**src/core/liulb_regs.vh**
```
// register offsets, field positions and timing counts for the loopback/status bank
// assumes a 5-bit register address per channel and an 8-bit data path
`ifndef LIULB_REGS_VH
`define LIULB_REGS_VH
`define LIULB_ADDR_LOOP_CTRL   5'h05
`define LIULB_ADDR_STATUS      5'h06
`define LIULB_ADDR_IMASK       5'h07
`define LIULB_ADDR_RINFO1      5'h08
`define LIULB_ADDR_RINFO2      5'h09
`define LIULB_ADDR_SUMMARY_LO  5'h16
`define LIULB_LOOP_CTRL_RESET  8'h00
`define LIULB_IMASK_RESET      8'h00
`define LIULB_BIT_LOCAL        7
`define LIULB_BIT_REMOTE       6
`define LIULB_BIT_AUTO         5
`define LIULB_BIT_ANALOG       4
`define LIULB_BIT_JBYP         3
`define LIULB_ST_LOOP_UP       7
`define LIULB_ST_LOOP_DN       6
`define LIULB_ST_TXCLK_LOSS    5
`define LIULB_ST_ALL_ONES      4
`define LIULB_ST_CARRIER_LOSS  3
`define LIULB_RI2_AUTO_LOOP    1
`define LIULB_CODE_TIME_S      5
`define LIULB_CLK_HZ           250000000
`endif

```
**src/core/liulb_status_bit.v**
```verilog
// one status bit with the mask-write / read-clear scheme and interrupt request
// assumes the parent decodes writes and reads of its register into per-bit strobes
`default_nettype none
module liulb_status_bit #(
    parameter LATCHED = 1,
    parameter HOLD_ON_READ = 0,
    parameter EDGE_BOTH = 0
) (
    input  wire CLK,
    input  wire RST,
    input  wire cond,
    input  wire upd,
    input  wire rd,
    output wire val,
    output wire irq
);
    reg lat_q;
    reg shown_q;
    reg cond_q;
    reg irq_q;
    wire changed = cond ^ cond_q;
    wire event_on = EDGE_BOTH ? changed : (cond & ~cond_q);
    // latched event capture; set beats a read clear
    always @(posedge CLK) begin
        if (RST) begin
            lat_q   <= 1'b0;
            shown_q <= 1'b0;
            cond_q  <= 1'b0;
            irq_q   <= 1'b0;
        end else begin
            cond_q <= cond;
            if (cond & (LATCHED == 1))
                lat_q <= 1'b1;
            else if (rd)
                lat_q <= HOLD_ON_READ ? cond : 1'b0;
            if (upd)
                shown_q <= (LATCHED == 1) ? (lat_q | cond) : cond;
            if (event_on)
                irq_q <= 1'b1;
            else if (rd)
                irq_q <= 1'b0;
        end
    end
    assign val = shown_q;
    assign irq = irq_q;
endmodule // liulb_status_bit
`default_nettype wire

```
**src/core/liulb_bank.v**
```verilog
// loopback control, status/info registers and interrupt logic for four channels
// assumes a simple synchronous host strobe port: address, write and read strobes
`default_nettype none
`include "liulb_regs.vh"
// register map, per channel, five-bit address
//   05 loopback control, read and write
//   06 event status, mask write then read
//   07 interrupt mask, read and write
//   08 receive info one, mask write then read
//   09 receive info two, mask write then read
//   16 to 1f channel interrupt summary
//   any other address reads as zero
// writes to unmapped places are dropped
// control bits, high to low
//   7 local loop
//   6 manual remote loop
//   5 auto remote loop enable
//   4 analog loop
//   3 receive jitter attenuator bypass
//   2 to 0 error count select
// event status bits, high to low
//   7 loop-up code seen, latched, rising edge
//   6 loop-down code seen, latched, rising edge
//   5 transmit clock loss, real time, both edges
//   4 unframed all ones, latched and held, both edges
//   3 carrier loss, latched and held, both edges
//   2 to 0 real time, rising edge
// info one bits are all latched
// info two bit 1 shows the auto loop state
// info two bits other than 1 are latched
// the condition input at info two bit 1 is unused
// each channel has its own copy of everything
// host side ports
//   CH_SEL, ADDR, WDATA, WR, RD in
//   RDATA out, registered
// line side ports
//   condition inputs, one byte per channel
//   loop-up and loop-down code levels
//   loop controls and error select out
//   INT_N out, active low
// everything runs on CLK
// RST is synchronous and active high
// inputs are taken as synchronous to CLK
// the host decodes nothing else on this port
module liulb_bank #(
    parameter NCH = 4,
    parameter CODE_CYCLES = `LIULB_CODE_TIME_S * `LIULB_CLK_HZ
) (
    input  wire          CLK,
    input  wire          RST,
    input  wire [1:0]    CH_SEL,
    input  wire [4:0]    ADDR,
    input  wire [7:0]    WDATA,
    input  wire          WR,
    input  wire          RD,
    output reg  [7:0]    RDATA,
    input  wire [8*NCH-1:0] STATUS_COND,
    input  wire [8*NCH-1:0] RINFO1_COND,
    input  wire [8*NCH-1:0] RINFO2_COND,
    input  wire [NCH-1:0] LOOP_UP_SEEN,
    input  wire [NCH-1:0] LOOP_DN_SEEN,
    output reg  [NCH-1:0] LOCAL_LOOP,
    output reg  [NCH-1:0] REMOTE_LOOP,
    output reg  [NCH-1:0] ANALOG_LOOP,
    output reg  [NCH-1:0] RX_JA_BYPASS,
    output reg  [3*NCH-1:0] ERR_CNT_SEL,
    output wire          INT_N
);
    localparam ST_IDLE = 3'b001;
    localparam ST_UP   = 3'b010;
    localparam ST_LOOP = 3'b100;
    localparam [31:0] CODE_MAX = CODE_CYCLES;
    wire [NCH-1:0] ch_irq;
    wire [7:0] st_v [0:NCH-1];
    wire [7:0] r1_v [0:NCH-1];
    wire [7:0] r2_v [0:NCH-1];
    reg  [7:0] ctrl_q [0:NCH-1];
    reg  [7:0] mask_q [0:NCH-1];
    genvar c, b;
    generate
        for (c = 0; c < NCH; c = c + 1) begin : g_ch
            localparam [1:0] CH_ID = c;
            wire sel = (CH_SEL == CH_ID);
            wire wr_st = sel & WR & (ADDR == `LIULB_ADDR_STATUS);
            wire wr_r1 = sel & WR & (ADDR == `LIULB_ADDR_RINFO1);
            wire wr_r2 = sel & WR & (ADDR == `LIULB_ADDR_RINFO2);
            wire rd_st = sel & RD & (ADDR == `LIULB_ADDR_STATUS);
            wire rd_r1 = sel & RD & (ADDR == `LIULB_ADDR_RINFO1);
            wire rd_r2 = sel & RD & (ADDR == `LIULB_ADDR_RINFO2);
            wire [7:0] st_irq;
            reg  [2:0] state_q;
            reg  [31:0] tmr_q;
            wire auto_loop = state_q[2];
            wire [7:0] r2_cond;
            // host port timing
            //   strobes are one clock wide, taken at the edge
            //   a write lands at that same edge
            //   read data is registered and shown next cycle
            //   read data holds until the next read strobe
            //   back to back strobes are fine
            // channel select picks the bank for each access
            // the summary ignores the channel select
            // so any channel may be used to fetch it
            // control and mask reset to zero
            // so all loops start off and all sources masked
            // mask bit zero blocks a source
            // mask bit one lets it reach the pin
            // the mask does not touch the status view
            // the control byte reads back as written
            // control and mask registers
            always @(posedge CLK) begin
                if (RST) begin
                    ctrl_q[c] <= `LIULB_LOOP_CTRL_RESET;
                    mask_q[c] <= `LIULB_IMASK_RESET;
                end else if (sel & WR) begin
                    if (ADDR == `LIULB_ADDR_LOOP_CTRL)
                        ctrl_q[c] <= WDATA;
                    if (ADDR == `LIULB_ADDR_IMASK)
                        mask_q[c] <= WDATA;
                end
            end
            // auto remote loop machine
            //   idle: waiting for a loop-up code
            //   up: loop-up code seen, timer running
            //   loop: remote loop on, watching for loop-down
            // the loop-up code must be seen without a break
            // a dropout while up sends the machine to idle
            // a dropout while looped restarts the down timer
            // the timer is 32 bits wide
            // wide enough for five seconds at the full clock
            // code time in cycles is a parameter
            // so a bench may shorten it
            // clearing the enable forces idle at once
            // and zeroes the timer
            // this covers the one-to-zero step of the enable
            // setting the enable again starts from idle
            // the detect inputs are levels from the
            // pattern detectors, assumed already filtered
            // the manual remote bit is not used here
            // the two sources meet at the remote loop output
            // states are one-hot, three bits
            // an illegal code falls back to idle
            // reaching the limit in up moves to loop
            // reaching the limit in loop moves to idle
            // the timer stops at zero while idle
            // automatic remote loop machine with code timer
            always @(posedge CLK) begin
                if (RST) begin
                    state_q   <= ST_IDLE;
                    tmr_q     <= 32'h0;
                end else begin
                    if (!ctrl_q[c][`LIULB_BIT_AUTO]) begin
                        state_q <= ST_IDLE;
                        tmr_q   <= 32'h0;
                    end else begin
                        case (state_q)
                            ST_IDLE: begin
                                tmr_q <= 32'h0;
                                if (LOOP_UP_SEEN[c])
                                    state_q <= ST_UP;
                            end
                            ST_UP: begin
                                if (!LOOP_UP_SEEN[c]) begin
                                    state_q <= ST_IDLE;
                                    tmr_q   <= 32'h0;
                                end else if (tmr_q >= CODE_MAX - 32'h1) begin
                                    state_q <= ST_LOOP;
                                    tmr_q   <= 32'h0;
                                end else
                                    tmr_q <= tmr_q + 32'h1;
                            end
                            ST_LOOP: begin
                                if (!LOOP_DN_SEEN[c])
                                    tmr_q <= 32'h0;
                                else if (tmr_q >= CODE_MAX - 32'h1) begin
                                    state_q <= ST_IDLE;
                                    tmr_q   <= 32'h0;
                                end else
                                    tmr_q <= tmr_q + 32'h1;
                            end
                            default: begin
                                state_q <= ST_IDLE;
                                tmr_q   <= 32'h0;
                            end
                        endcase
                    end
                end
            end
            // loop outputs are registered copies of control
            // they trail the control write by one edge
            // remote loop is manual bit or auto state
            // error count select passes the low three bits
            // the error counters themselves live elsewhere
            // jitter bypass only steers the receive clock
            // the backplane clock keeps the attenuator
            // local loop leaves the transmit side as it is
            // analog loop keeps the line drivers running
            // all outputs are zero in reset
            // so no loop is active before the host writes
            // loop controls out, registered
            always @(posedge CLK) begin
                if (RST) begin
                    LOCAL_LOOP[c]   <= 1'b0;
                    REMOTE_LOOP[c]  <= 1'b0;
                    ANALOG_LOOP[c]  <= 1'b0;
                    RX_JA_BYPASS[c] <= 1'b0;
                    ERR_CNT_SEL[3*c+2:3*c] <= 3'h0;
                end else begin
                    LOCAL_LOOP[c]   <= ctrl_q[c][`LIULB_BIT_LOCAL];
                    REMOTE_LOOP[c]  <= ctrl_q[c][`LIULB_BIT_REMOTE] | auto_loop;
                    ANALOG_LOOP[c]  <= ctrl_q[c][`LIULB_BIT_ANALOG];
                    RX_JA_BYPASS[c] <= ctrl_q[c][`LIULB_BIT_JBYP];
                    ERR_CNT_SEL[3*c+2:3*c] <= ctrl_q[c][2:0];
                end
            end
            // three status registers of eight bits
            // one small cell per bit, parameters set its kind
            // latched: set by the condition, cleared by a read
            // held: a read leaves it set while the alarm stays
            // real time: the view copies the live condition
            // the view only moves on a mask write
            // a one in the mask refreshes that bit
            // a zero in the mask keeps the old view
            // a read clears the latch, not the view
            // so the host writes back the masked result
            // that second write brings the cleared view out
            // an event arriving between read and write back
            // sets the latch again and shows on the next poll
            // interrupt flags exist only for event status
            // info registers never raise the interrupt
            // set beats clear when both land in one cycle
            // so no event is lost across a read
            // both-edge bits flag a change either way
            // other bits flag only a rising condition
            // cells share the clock and reset of the bank
            // the strobes come from the address decode above
            // a write to another channel leaves these alone
            assign r2_cond = {RINFO2_COND[8*c+7:8*c+2], auto_loop, RINFO2_COND[8*c]};
            for (b = 0; b < 8; b = b + 1) begin : g_bit
                liulb_status_bit #(
                    .LATCHED      ((b == 7 || b == 6 || b == 4 || b == 3) ? 1 : 0),
                    .HOLD_ON_READ ((b == 4 || b == 3) ? 1 : 0),
                    .EDGE_BOTH    ((b == 5 || b == 4 || b == 3) ? 1 : 0)
                ) u_st (
                    .CLK  (CLK),
                    .RST  (RST),
                    .cond (STATUS_COND[8*c+b]),
                    .upd  (wr_st & WDATA[b]),
                    .rd   (rd_st),
                    .val  (st_v[c][b]),
                    .irq  (st_irq[b])
                );
                liulb_status_bit #(
                    .LATCHED(1), .HOLD_ON_READ(0), .EDGE_BOTH(0)
                ) u_r1 (
                    .CLK  (CLK),
                    .RST  (RST),
                    .cond (RINFO1_COND[8*c+b]),
                    .upd  (wr_r1 & WDATA[b]),
                    .rd   (rd_r1),
                    .val  (r1_v[c][b]),
                    .irq  ()
                );
                liulb_status_bit #(
                    .LATCHED((b == 1) ? 0 : 1), .HOLD_ON_READ(0), .EDGE_BOTH(0)
                ) u_r2 (
                    .CLK  (CLK),
                    .RST  (RST),
                    .cond (r2_cond[b]),
                    .upd  (wr_r2 & WDATA[b]),
                    .rd   (rd_r2),
                    .val  (r2_v[c][b]),
                    .irq  ()
                );
            end
            // each flag is gated by its mask bit
            // a mask change acts on the next cycle
            // flags stay pending while masked
            // unmasking later pulls the pin low then
            // a status read clears every flag of the channel
            // a new event during that read keeps its flag
            // channels are independent
            // one pending channel holds the pin low
            // for all others
            // masked interrupt per channel
            assign ch_irq[c] = |(st_irq & mask_q[c]);
        end
    endgenerate
    // summary comes first, for every address from 16 up
    // one bit per channel, channel zero at bit zero
    // unused high summary bits read as zero
    // a status read clears latches in the cells
    // the byte returned is the view before that clear
    // unmapped low addresses read zero
    // read data stays put between reads
    // a read of control or mask has no side effect
    // summary reads do not clear anything
    // the host reads status to find the cause
    // read mux, registered data
    always @(posedge CLK) begin
        if (RST)
            RDATA <= 8'h00;
        else if (RD) begin
            if (ADDR >= `LIULB_ADDR_SUMMARY_LO)
                RDATA <= {{(8-NCH){1'b0}}, ch_irq};
            else
                case (ADDR)
                    `LIULB_ADDR_LOOP_CTRL: RDATA <= ctrl_q[CH_SEL];
                    `LIULB_ADDR_STATUS:    RDATA <= st_v[CH_SEL];
                    `LIULB_ADDR_IMASK:     RDATA <= mask_q[CH_SEL];
                    `LIULB_ADDR_RINFO1:    RDATA <= r1_v[CH_SEL];
                    `LIULB_ADDR_RINFO2:    RDATA <= r2_v[CH_SEL];
                    default:               RDATA <= 8'h00;
                endcase
        end
    end
    // low for any pending unmasked source
    // high when every channel is quiet
    // combinational from the registered flags
    // the pin is one summary across all channels
    // active-low interrupt output
    assign INT_N = ~(|ch_irq);
endmodule // liulb_bank
`default_nettype wire

```
**config.mk**
```make
export PLATFORM = sky130hd
export DESIGN_NAME = liulb_bank
export DESIGN_NICKNAME = d
export VERILOG_FILES = /design/src/core/liulb_status_bit.v /design/src/core/liulb_bank.v
export VERILOG_INCLUDE_DIRS = /design/src /design/src/core
export SDC_FILE = /design/constraint.sdc
export NUM_CORES = 1
export LEC_CHECK = 0
export BUFFER_PORTS_ARGS = -buffer_cell sky130_fd_sc_hd__buf_2
export CORE_ASPECT_RATIO = 0.7
export CORE_MARGIN = 2
export CORE_UTILIZATION = 58
export DETAILED_ROUTE_END_ITERATION = 10
export PLACE_DENSITY_LB_ADDON = 0.15
export SETUP_SLACK_MARGIN = 0.4
export SLEW_MARGIN = 30
export SYNTH_ARGS = -nofsm -noshare
export SYNTH_HDL_FRONTEND = slang
export SYNTH_HIERARCHICAL = 1
export SYNTH_SLANG_ARGS = --single-unit
```
**constraint.sdc**
```tcl
create_clock -name CLK -period 3 [get_ports CLK]
set_input_delay 0.6 -clock CLK [delete_from_list [all_inputs] [get_ports CLK]]
set_output_delay 0.6 -clock CLK [all_outputs]
set_load 0.01 [all_outputs]
```
Word level (Yosys, flattened, before mapping)
Memory sizes are Yosys's and may differ from the RTL's.
Cells that the tools add are included.
{"block": "word_totals", "ff_bits": 412, "memories": 2, "out_inout_bits": 37, "ram_bits": 64, "elab_cells": 920}
{"block": "classes", "n_addsub": 4, "n_bitwise": 278, "mux": 207, "reduce_logical": 122, "n_eq_ne": 36, "n_lt_le_gt_ge": 6}
{"name": "ctrl_q", "depth": 4, "width": 8, "rd": 5, "rd_clocked_by_memory_dff": 0, "wr": 4, "line_no": "liulb_bank.v:77", "source": "reg [7:0] ctrl_q [0:NCH-1];"}
{"name": "mask_q", "depth": 4, "width": 8, "rd": 5, "rd_clocked_by_memory_dff": 0, "wr": 4, "line_no": "liulb_bank.v:78", "source": "reg [7:0] mask_q [0:NCH-1];"}
{"op": "32-bit 2-to-1 mux", "count": 12}
{"op": "32-bit case mux with 2 select lines", "count": 4}
{"op": "2-bit nonzero test", "count": 108}
{"op": "1-bit bitwise AND", "count": 148}
{"op": "1-bit 2-to-1 mux", "count": 148}
{"op": "32-bit by 1-bit adder with 32-bit output (second input constant)", "count": 4}
{"op": "32-bit by 31-bit >= comparator with 1-bit output (second input constant)", "count": 4}
{"op": "8-bit 2-to-1 mux", "count": 15}
{"op": "1-bit OR", "count": 88}
{"op": "3-bit 2-to-1 mux", "count": 20}
{"op": "8-bit binary-select mux with 2-bit select", "count": 3}
{"op": "8-bit case mux with 5 select lines", "count": 1}
{"op": "3-bit case mux with 3 select lines", "count": 4}
{"op": "8-bit bitwise AND", "count": 4}
{"op": "32-bit OR reduction", "count": 1}
{"op": "8-bit OR reduction", "count": 4}
{"op": "1-bit NOT", "count": 25}
{"op": "2-bit != test (second input constant)", "count": 12}
{"op": "4-bit AND reduction", "count": 4}
{"op": "5-bit by 3-bit == test with 1-bit output (second input constant)", "count": 3}
{"op": "3-bit by 1-bit == test with 1-bit output (second input constant)", "count": 4}
{"op": "3-bit by 2-bit == test with 1-bit output (second input constant)", "count": 4}
{"op": "3-bit == test (second input constant)", "count": 4}
{"op": "3-bit != test (second input constant)", "count": 4}
{"op": "other kinds (9)", "count": 25}

Logic depth before layout (Yosys ltp)
Gate-level depths: netlist of run 1.
{"block": "depth", "depth_word": 6, "depth_mapped": 9, "ltp_nobuf": 7}

Modules after synthesis
Netlist of run 1, hierarchy kept.
{"mod": "liulb_bank", "area_per_inst_um2": 12042.8, "cells_each": 1246, "instances": 1}
{"mod": "liulb_status_bit at g_ch[0].g_bit[0].u_r1 ...", "area_per_inst_um2": 136.4, "cells_each": 14, "instances": 68}
{"mod": "liulb_status_bit at g_ch[0].g_bit[0].u_st ...", "area_per_inst_um2": 101.3, "cells_each": 9, "instances": 16}
{"mod": "liulb_status_bit at g_ch[0].g_bit[3].u_st ...", "area_per_inst_um2": 133.9, "cells_each": 14, "instances": 8}
{"mod": "liulb_status_bit at g_ch[0].g_bit[5].u_st ...", "area_per_inst_um2": 100.1, "cells_each": 9, "instances": 4}

Worst setup path before layout of run 1
OpenSTA, ideal clock, no wires.
{"block": "synth_path", "path_type": "input to register", "from": "input CH_SEL[0]", "to": "memory ctrl_q[0][0], enable pin", "path_slack_ns": 0.628, "cell_stages": 4, "arrival_time_ns": 1.988, "n_path_buf": 2, "required_ns": 2.616, "path_cell_list": "buf_6 > or3b_2 > clkbuf_1 > o21ai_0"}
{"element": "start: declaration", "line_no": "liulb_bank.v:51", "source": "input wire [1:0] CH_SEL,"}
{"element": "end: declaration", "line_no": "liulb_bank.v:77"}

==> out/summary.log, run 1 <==
INFO  status         status=complete, no violations
INFO  clocking       cts_hold_repair.buffers=0
INFO  critical_path  worstSetupPathType=reg -> out
INFO  cells_and_area multi_input_comb_area=0.00966mm²
INFO  cells_and_area synthToLayoutAreaGrowth=15.1%
INFO  global_route   gr-total-overflow=0
INFO  timing         clock.fmax=0.377GHz
INFO  cells_and_area final_cell_count_no_fill=2820
INFO  min_path       min_path_type=in -> reg
INFO  critical_path  reg2reg_depth=7
INFO  timing         report.final.hold_viol_count=0
INFO  clocking       cts_inserted_buffers=45
INFO  timing         worst-slew-pin-transition=776ps
INFO  floorplanning  floorplan.core_area=0.0347mm²
INFO  clocking       cts_root_buffer=clkbuf_16
INFO  floorplanning  design.portCount=160
INFO  global_route   grt_use_total=0.277
INFO  drt            drt_iter0_drc=1343
INFO  global_route   largest_net_degree_at_the_start_of_global_routing=190
INFO  drt            route.detailed.drc=0
INFO  floorplanning  floorplan.die.height=161µm
INFO  clocking       clk_pin_slew_worst_paths=60ps
INFO  timing         timing.final.max_slew_violations=0
INFO  logic_synthesis yosys_warnings=6
INFO  placed_design  gp_congestion=0.942
INFO  floorplanning  fp.dieW=228µm
INFO  floorplanning  floorplan.initialDensity=0.589
INFO  critical_path  cp-end-kind=primary output
INFO  clocking       htree_levels=2
INFO  pwr            power.ir.vdd_worst=0.000369V
INFO  logic_synthesis syn_avg_cell_area=9.72µm²
INFO  timing         setup_total_negative_slack=0ps
INFO  job            timing.max_cap.violations=0
INFO  drt            routed_wl=51100µm
INFO  global_route   antenna_found_initial=4
INFO  drt            detailedRoute.firstPassIterationCount=7
INFO  min_path       worstHoldPathCells=3
INFO  min_path       holdCritStartpoint=RINFO2_COND[12]
INFO  critical_path  critPathRequiredTime=2400ps
INFO  cells_and_area num-nets-final=2438
INFO  cells_and_area share_of_post_route_cells_with_drive_strength_above_1=0.184
INFO  timing         finalClockSkew=21.7ps
INFO  timing         fin_crit=2650ps
INFO  floorplanning  die-area=0.0368mm²
INFO  drt            wl_per_cell=18.1µm
INFO  placed_design  placed_cells=2719
INFO  critical_path  regToRegStartpoint=g_ch[0].tmr_q[0]$_SDFF_PP0_
INFO  critical_path  worst-path-max-fanout=2
INFO  cells_and_area final_design_area_no_fill=0.0236mm²
INFO  clocking       cts_max_path_buffers=3
INFO  cells_and_area fill_cells=2807
INFO  timing         holdWs=282ps
INFO  cells_and_area register_area=0.0102mm²
INFO  timing         setup_viol=0
INFO  critical_path  worst-endpoint-arrival=2050ps
INFO  critical_path  worstSetupStartpointType=register
INFO  drt            vias_per_cell=5.60
INFO  placed_design  post-dp-hpwl=36100µm
INFO  placed_design  postPlaceCellArea=0.0219mm²
INFO  clocking       clock_sinks=476
INFO  global_route   grt_pass1_wl=80900µm
INFO  floorplanning  placementRows=57
INFO  timing         finalCritPeriodShare=0.884
INFO  drt            detail-route-antenna-nets=0
INFO  timing         rsz0062_at_grt=true
INFO  clocking       clock_insertion_delay_worst_skew=560ps
INFO  timing         max_slew_margin=0.478
INFO  critical_path  r2r_slack=600ps
INFO  global_route   first_global_vias=15051
INFO  drt            detailroute.via_count=15781
INFO  pwr            power_density=567mW/mm²
INFO  logic_synthesis mappedNetlistArea=0.0205mm²
INFO  min_path       hold_path_end=g_ch[1].g_bit[4].u_r2/lat_q$_SDFFE_PP0P_
INFO  placed_design  port_buffers=155
INFO  critical_path  worstReg2RegEnd=g_ch[0].tmr_q[6]$_SDFF_PP0_
INFO  logic_synthesis syn-instance-count=2106
INFO  clocking       cts_tree=done
INFO  pwr            power.static_leakage=8.91nW
==> critical path, stage by stage (launching register included) <==
cell      delay, ps
edfxtp_1        400
a22oi_2         200
nand4_1         250
nor4_2          340
buf_4           190
buf_6           100
==> worst max path at each step <==
stage / startpoint / endpoint / slack (ps) / depth (start not counted)
after floorplan: CH_SEL[0] / ctrl_q[0][0]$_SDFFCE_PN0P_ / 630 / 4
final: mask_q[2][0]$_SDFFCE_PN0P_ / INT_N / 350 / 5
after global routing: mask_q[3][1]$_SDFFCE_PN0P_ / INT_N / 280 / 5
after global placement: CH_SEL[0] / RDATA[0]$_SDFFE_PP0P_ / 460 / 6
after CTS: mask_q[2][3]$_SDFFCE_PN0P_ / INT_N / 350 / 5
after detailed placement: g_ch[0].tmr_q[0]$_SDFF_PP0_ / g_ch[0].tmr_q[20]$_SDFF_PP0_ / 350 / 7
==> sequential cells by signal (all words and copies together) (netlist names) <==
name and count:
g_ch.g_bit.u_st/lat_q 16, g_ch.tmr_q 128, ERR_CNT_SEL 12, mask_q 32, LOCAL_LOOP 4, g_ch.g_bit.u_st/val 32, g_ch.g_bit.u_r1/lat_q 32, g_ch.g_bit.u_r1/val 32
g_ch.g_bit.u_st/irq 32, ANALOG_LOOP 4, ctrl_q 32, RX_JA_BYPASS 4, g_ch.g_bit.u_r2/val 32, g_ch.state_q 12, g_ch.g_bit.u_r2/lat_q 28, RDATA 8
g_ch.g_bit.u_st/cond_q 32, REMOTE_LOOP 4
==> power by group <==
group	leakage, nW	switching [W]	internal [W]	total [W]
logic	4.20	0.000504	0.000341	0.000845
registers	3.98	0.000128	0.00667	0.00680
clock network	0.726	0.00246	0.00326	0.00572
==> area by class of cell <==
class / count / area share
flip-flops and latches: 476 / 0.432
repair buffers: 213 / 0.0540
diodes: 1 / 0.000106
clock inverters: 18 / 0.00685
well taps: 472 / 0.0251
multi-input cells: 1475 / 0.410
inverters: 100 / 0.0159
clock buffers: 65 / 0.0562
==> stage by stage <==
| step | setup slack (ps) | utilization | total power, W |
|---|---|---|---|
| 2_1_floorplan | 628 | - | 0.00732 |
| 3_3_place_gp | 461 | 0.630 | 0.00771 |
| 3_5_place_dp | 355 | 0.630 | 0.00773 |
| 4_1_cts | 352 | 0.674 | 0.0134 |
| 5_1_grt | 276 | 0.678 | 0.0138 |
| 6_report | 347 | 0.678 | 0.0134 |
==> layer usage <==
layer  part of all wire  vias to the layer above  global-route usage
met1               0.46                     7535               0.404
met4              0.027                        4              0.0829
met3              0.079                       84              0.0531
li1                   -                     7612                   -
met2               0.44                      546               0.421
met5            0.00045                        -                   0
==> cell usage in the layout, fill, tap and decap left out, drive strengths merged, types with 65 or more instances in the layout <==
cell	n
a21oi	130
and2	142
nor2	390
a211oi	79
inv	102
nand2b	134
xnor2	68
buf	213
dfxtp	412
clkbuf	65
==> repair_timing <==
item	in CTS	in global routing
resized for setup	1	8
setup buffers	5	11
setup endpoints to repair	27	1
pin swaps	3	6
Power figures use the tool's default switching activity.
==> inputs of run 2 (changes only) <==
--- a/config.mk
+++ b/config.mk
@@ -8,7 +8,7 @@
 export LEC_CHECK = 0
 export BUFFER_PORTS_ARGS = -buffer_cell sky130_fd_sc_hd__buf_2
 export CORE_ASPECT_RATIO = 0.7
-export CORE_MARGIN = 2
+export CORE_MARGIN = 1
 export CORE_UTILIZATION = 58
 export DETAILED_ROUTE_END_ITERATION = 10
 export PLACE_DENSITY_LB_ADDON = 0.15
==> run 2 against run 1 <==
Setup slack got worse by 17 ps. Via count increased by 0.27%. Register-to-register slack improved by 60 ps. Hold slack improved by 9.3 ps. Largest power group unchanged.
==> out/summary.log, run 2 (synthesis results as in run 1) <==
INFO  timing         worst-slew-pin-transition=859ps [was 776 ps]
INFO  cells_and_area most-common-layout-cells=dfxtp_1, nor2_1, buf_2, and2_1, nand2b_1 [unchanged]
INFO  timing         clock.fmax=0.375GHz [was 0.377 GHz]
INFO  timing         report.final.hold_viol_count=0 [unchanged]
INFO  pwr            power.static_leakage=8.91nW [about the same]
INFO  placed_design  postPlaceCellArea=0.0219mm² [about the same]
INFO  drt            route.detailed.drc=0 [unchanged]
INFO  critical_path  reg2reg_depth=7 [unchanged]
INFO  critical_path  worstSetupPathType=reg -> out [unchanged]
INFO  clocking       cts_inserted_buffers=45 [unchanged]
INFO  clocking       clk_pin_slew_worst_paths=60ps [about the same]
INFO  cells_and_area core_utilization_of_the_finished_layout=0.677 [was 0.678]
INFO  floorplanning  fp.dieW=226µm [was 228 µm]
INFO  drt            wl_per_cell=18.3µm [was 18.1 µm]
INFO  cells_and_area num-nets-final=2442 [was 2438]
INFO  floorplanning  floorplan.die.height=159µm [was 161 µm]
INFO  drt            detail-route-antenna-nets=0 [unchanged]
INFO  pwr            power.ir.vdd_worst=0.000357V [was 0.000369 V]
INFO  clocking       clock_insertion_delay_worst_skew=550ps [was 560 ps]
INFO  global_route   grt_use_total=0.289 [was 0.277]
INFO  cells_and_area final_design_area_no_fill=0.0235mm² [was 0.0236 mm²]
INFO  timing         timing.final.max_slew_violations=0 [unchanged]
INFO  placed_design  port_buffers=155 [unchanged]
INFO  cells_and_area largest_reg_flops=128 [unchanged]
INFO  critical_path  cp-end-kind=primary output [unchanged]
INFO  drt            detailedRoute.firstPassIterationCount=5 [was 7]
INFO  cells_and_area share_of_post_route_cells_with_drive_strength_above_1=0.183 [was 0.184]
INFO  cells_and_area regMostFlops=g_ch.tmr_q [unchanged]
INFO  timing         rsz0062_at_grt=true [unchanged]
INFO  critical_path  worstSetupStartpointType=register [unchanged]
INFO  global_route   grt_pass1_wl=81500µm [was 80900 µm]
INFO  global_route   first_global_vias=15219 [was 15051]
INFO  drt            detailroute.via_count=15824 [was 15781]
INFO  clocking       clock_sinks=476 [unchanged]
INFO  clocking       cts_hold_repair.buffers=0 [unchanged]
INFO  global_route   gr-total-overflow=0 [unchanged]
INFO  drt            routed_wl=51600µm [was 51100 µm]
INFO  timing         finalClockSkew=12.4ps [was 21.7 ps]
INFO  floorplanning  die-area=0.0360mm² [was 0.0368 mm²]
INFO  pwr            power_density=564mW/mm² [was 567 mW/mm²]
INFO  timing         max_slew_margin=0.428 [was 0.478]
INFO  critical_path  worst-path-max-fanout=2 [unchanged]
INFO  clocking       cts_tree=done [unchanged]
INFO  drt            drt_iter0_drc=1329 [was 1343]
INFO  floorplanning  floorplan.initialDensity=0.589 [unchanged]
INFO  floorplanning  placementRows=57 [unchanged]
INFO  min_path       min_path_type=in -> reg [unchanged]
INFO  timing         setup_total_negative_slack=0ps [unchanged]
INFO  timing         finalCritPeriodShare=0.890 [was 0.884]
INFO  global_route   antenna_found_initial=2 [was 4]
INFO  drt            vias_per_cell=5.61 [was 5.60]
INFO  clocking       cts_root_buffer=clkbuf_16 [unchanged]
INFO  cells_and_area synthToLayoutAreaGrowth=15.0% [was 15.1%]
INFO  placed_design  post-dp-hpwl=36800µm [was 36100 µm]
INFO  cells_and_area multi_input_comb_area=0.00967mm² [was 0.00966 mm²]
INFO  placed_design  gp_congestion=0.919 [was 0.942]
INFO  floorplanning  design.portCount=160 [unchanged]
INFO  cells_and_area register_area=0.0102mm² [unchanged]
INFO  clocking       htree_levels=2 [unchanged]
INFO  cells_and_area final_common_cell=dfxtp_1 [unchanged]
INFO  critical_path  critPathRequiredTime=2400ps [about the same]
INFO  min_path       worstHoldPathCells=3 [unchanged]
INFO  global_route   largest_net_degree_at_the_start_of_global_routing=70 [was 190]
INFO  cells_and_area fill_cells=2750 [was 2807]
INFO  status         status=complete, no violations [unchanged]
INFO  critical_path  worst-endpoint-arrival=2070ps [was 2050 ps]
INFO  timing         setup_viol=0 [unchanged]
INFO  floorplanning  floorplan.core_area=0.0347mm² [unchanged]
INFO  clocking       cts_max_path_buffers=3 [unchanged]
INFO  job            timing.max_cap.violations=0 [unchanged]
INFO  timing         fin_crit=2670ps [was 2650 ps]
-- run 2: path summary, 6_finish.rpt --
check / to / slack, ps / start
min: g_ch[0].g_bit[5].u_r2/lat_q$_SDFFE_PP0P_ / 290 / RINFO2_COND[5]
max reg2reg: g_ch[0].tmr_q[23]$_SDFF_PP0_ / 660 / g_ch[0].tmr_q[0]$_SDFF_PP0_
max: INT_N / 330 / mask_q[1][4]$_SDFFCE_PN0P_
min reg2reg: g_ch[3].tmr_q[0]$_SDFF_PP0_ / 460 / g_ch[3].tmr_q[0]$_SDFF_PP0_
-- run 2: stage by stage --
stage          hold slack, ps  setup slack [ps]  cells  total power [W]
2_1_floorplan             417               628   2109          0.00732
3_3_place_gp              426               370   2722          0.00770
3_5_place_dp              448               294   2722          0.00773
4_1_cts                   267               313   2807           0.0133
5_1_grt                   285               280   2820           0.0137
6_report                  291               330   2820           0.0133
-- run 2: area by class of cell --
cell class / count / share of cell area
well taps: 472 / 0.0251
diodes: 1 / 0.000106
clock inverters: 12 / 0.00585
inverters: 100 / 0.0160
multi-input cells: 1475 / 0.411
clock buffers: 67 / 0.0552
flip-flops and latches: 476 / 0.432
repair buffers: 217 / 0.0542
-- run 2: critical path, stage by stage, from the launching register on --
cell and delay [ps]:
edfxtp_1 410, a22oi_2 210, nand4_1 210, nor4_4 380, buf_4 180, buf_2 120
-- run 2: power by group --
| group | leakage (nW) | switching (W) | internal (W) |
|---|---|---|---|
| logic | 4.22 | 0.000510 | 0.000340 |
| clock network | 0.713 | 0.00237 | 0.00325 |
| registers | 3.98 | 0.000129 | 0.00667 |
| total | 8.91 | 0.00301 | 0.0103 |
-- run 2: what timing repair did --
item / CTS / global route
endpoints found under the setup margin: 45 / 1
buffers inserted: 6 / 12
pin swaps: 4 / 4
gates resized for setup: 6 / 4
-- run 2: routing by layer --
layer | share of wire | up-vias | global-route usage
met3 | 0.081 | 96 | 0.0592
met1 | 0.46 | 7559 | 0.422
met4 | 0.026 | 2 | 0.0900
li1 | - | 7610 | -
met2 | 0.44 | 557 | 0.430
met5 | 0.00015 | - | 0
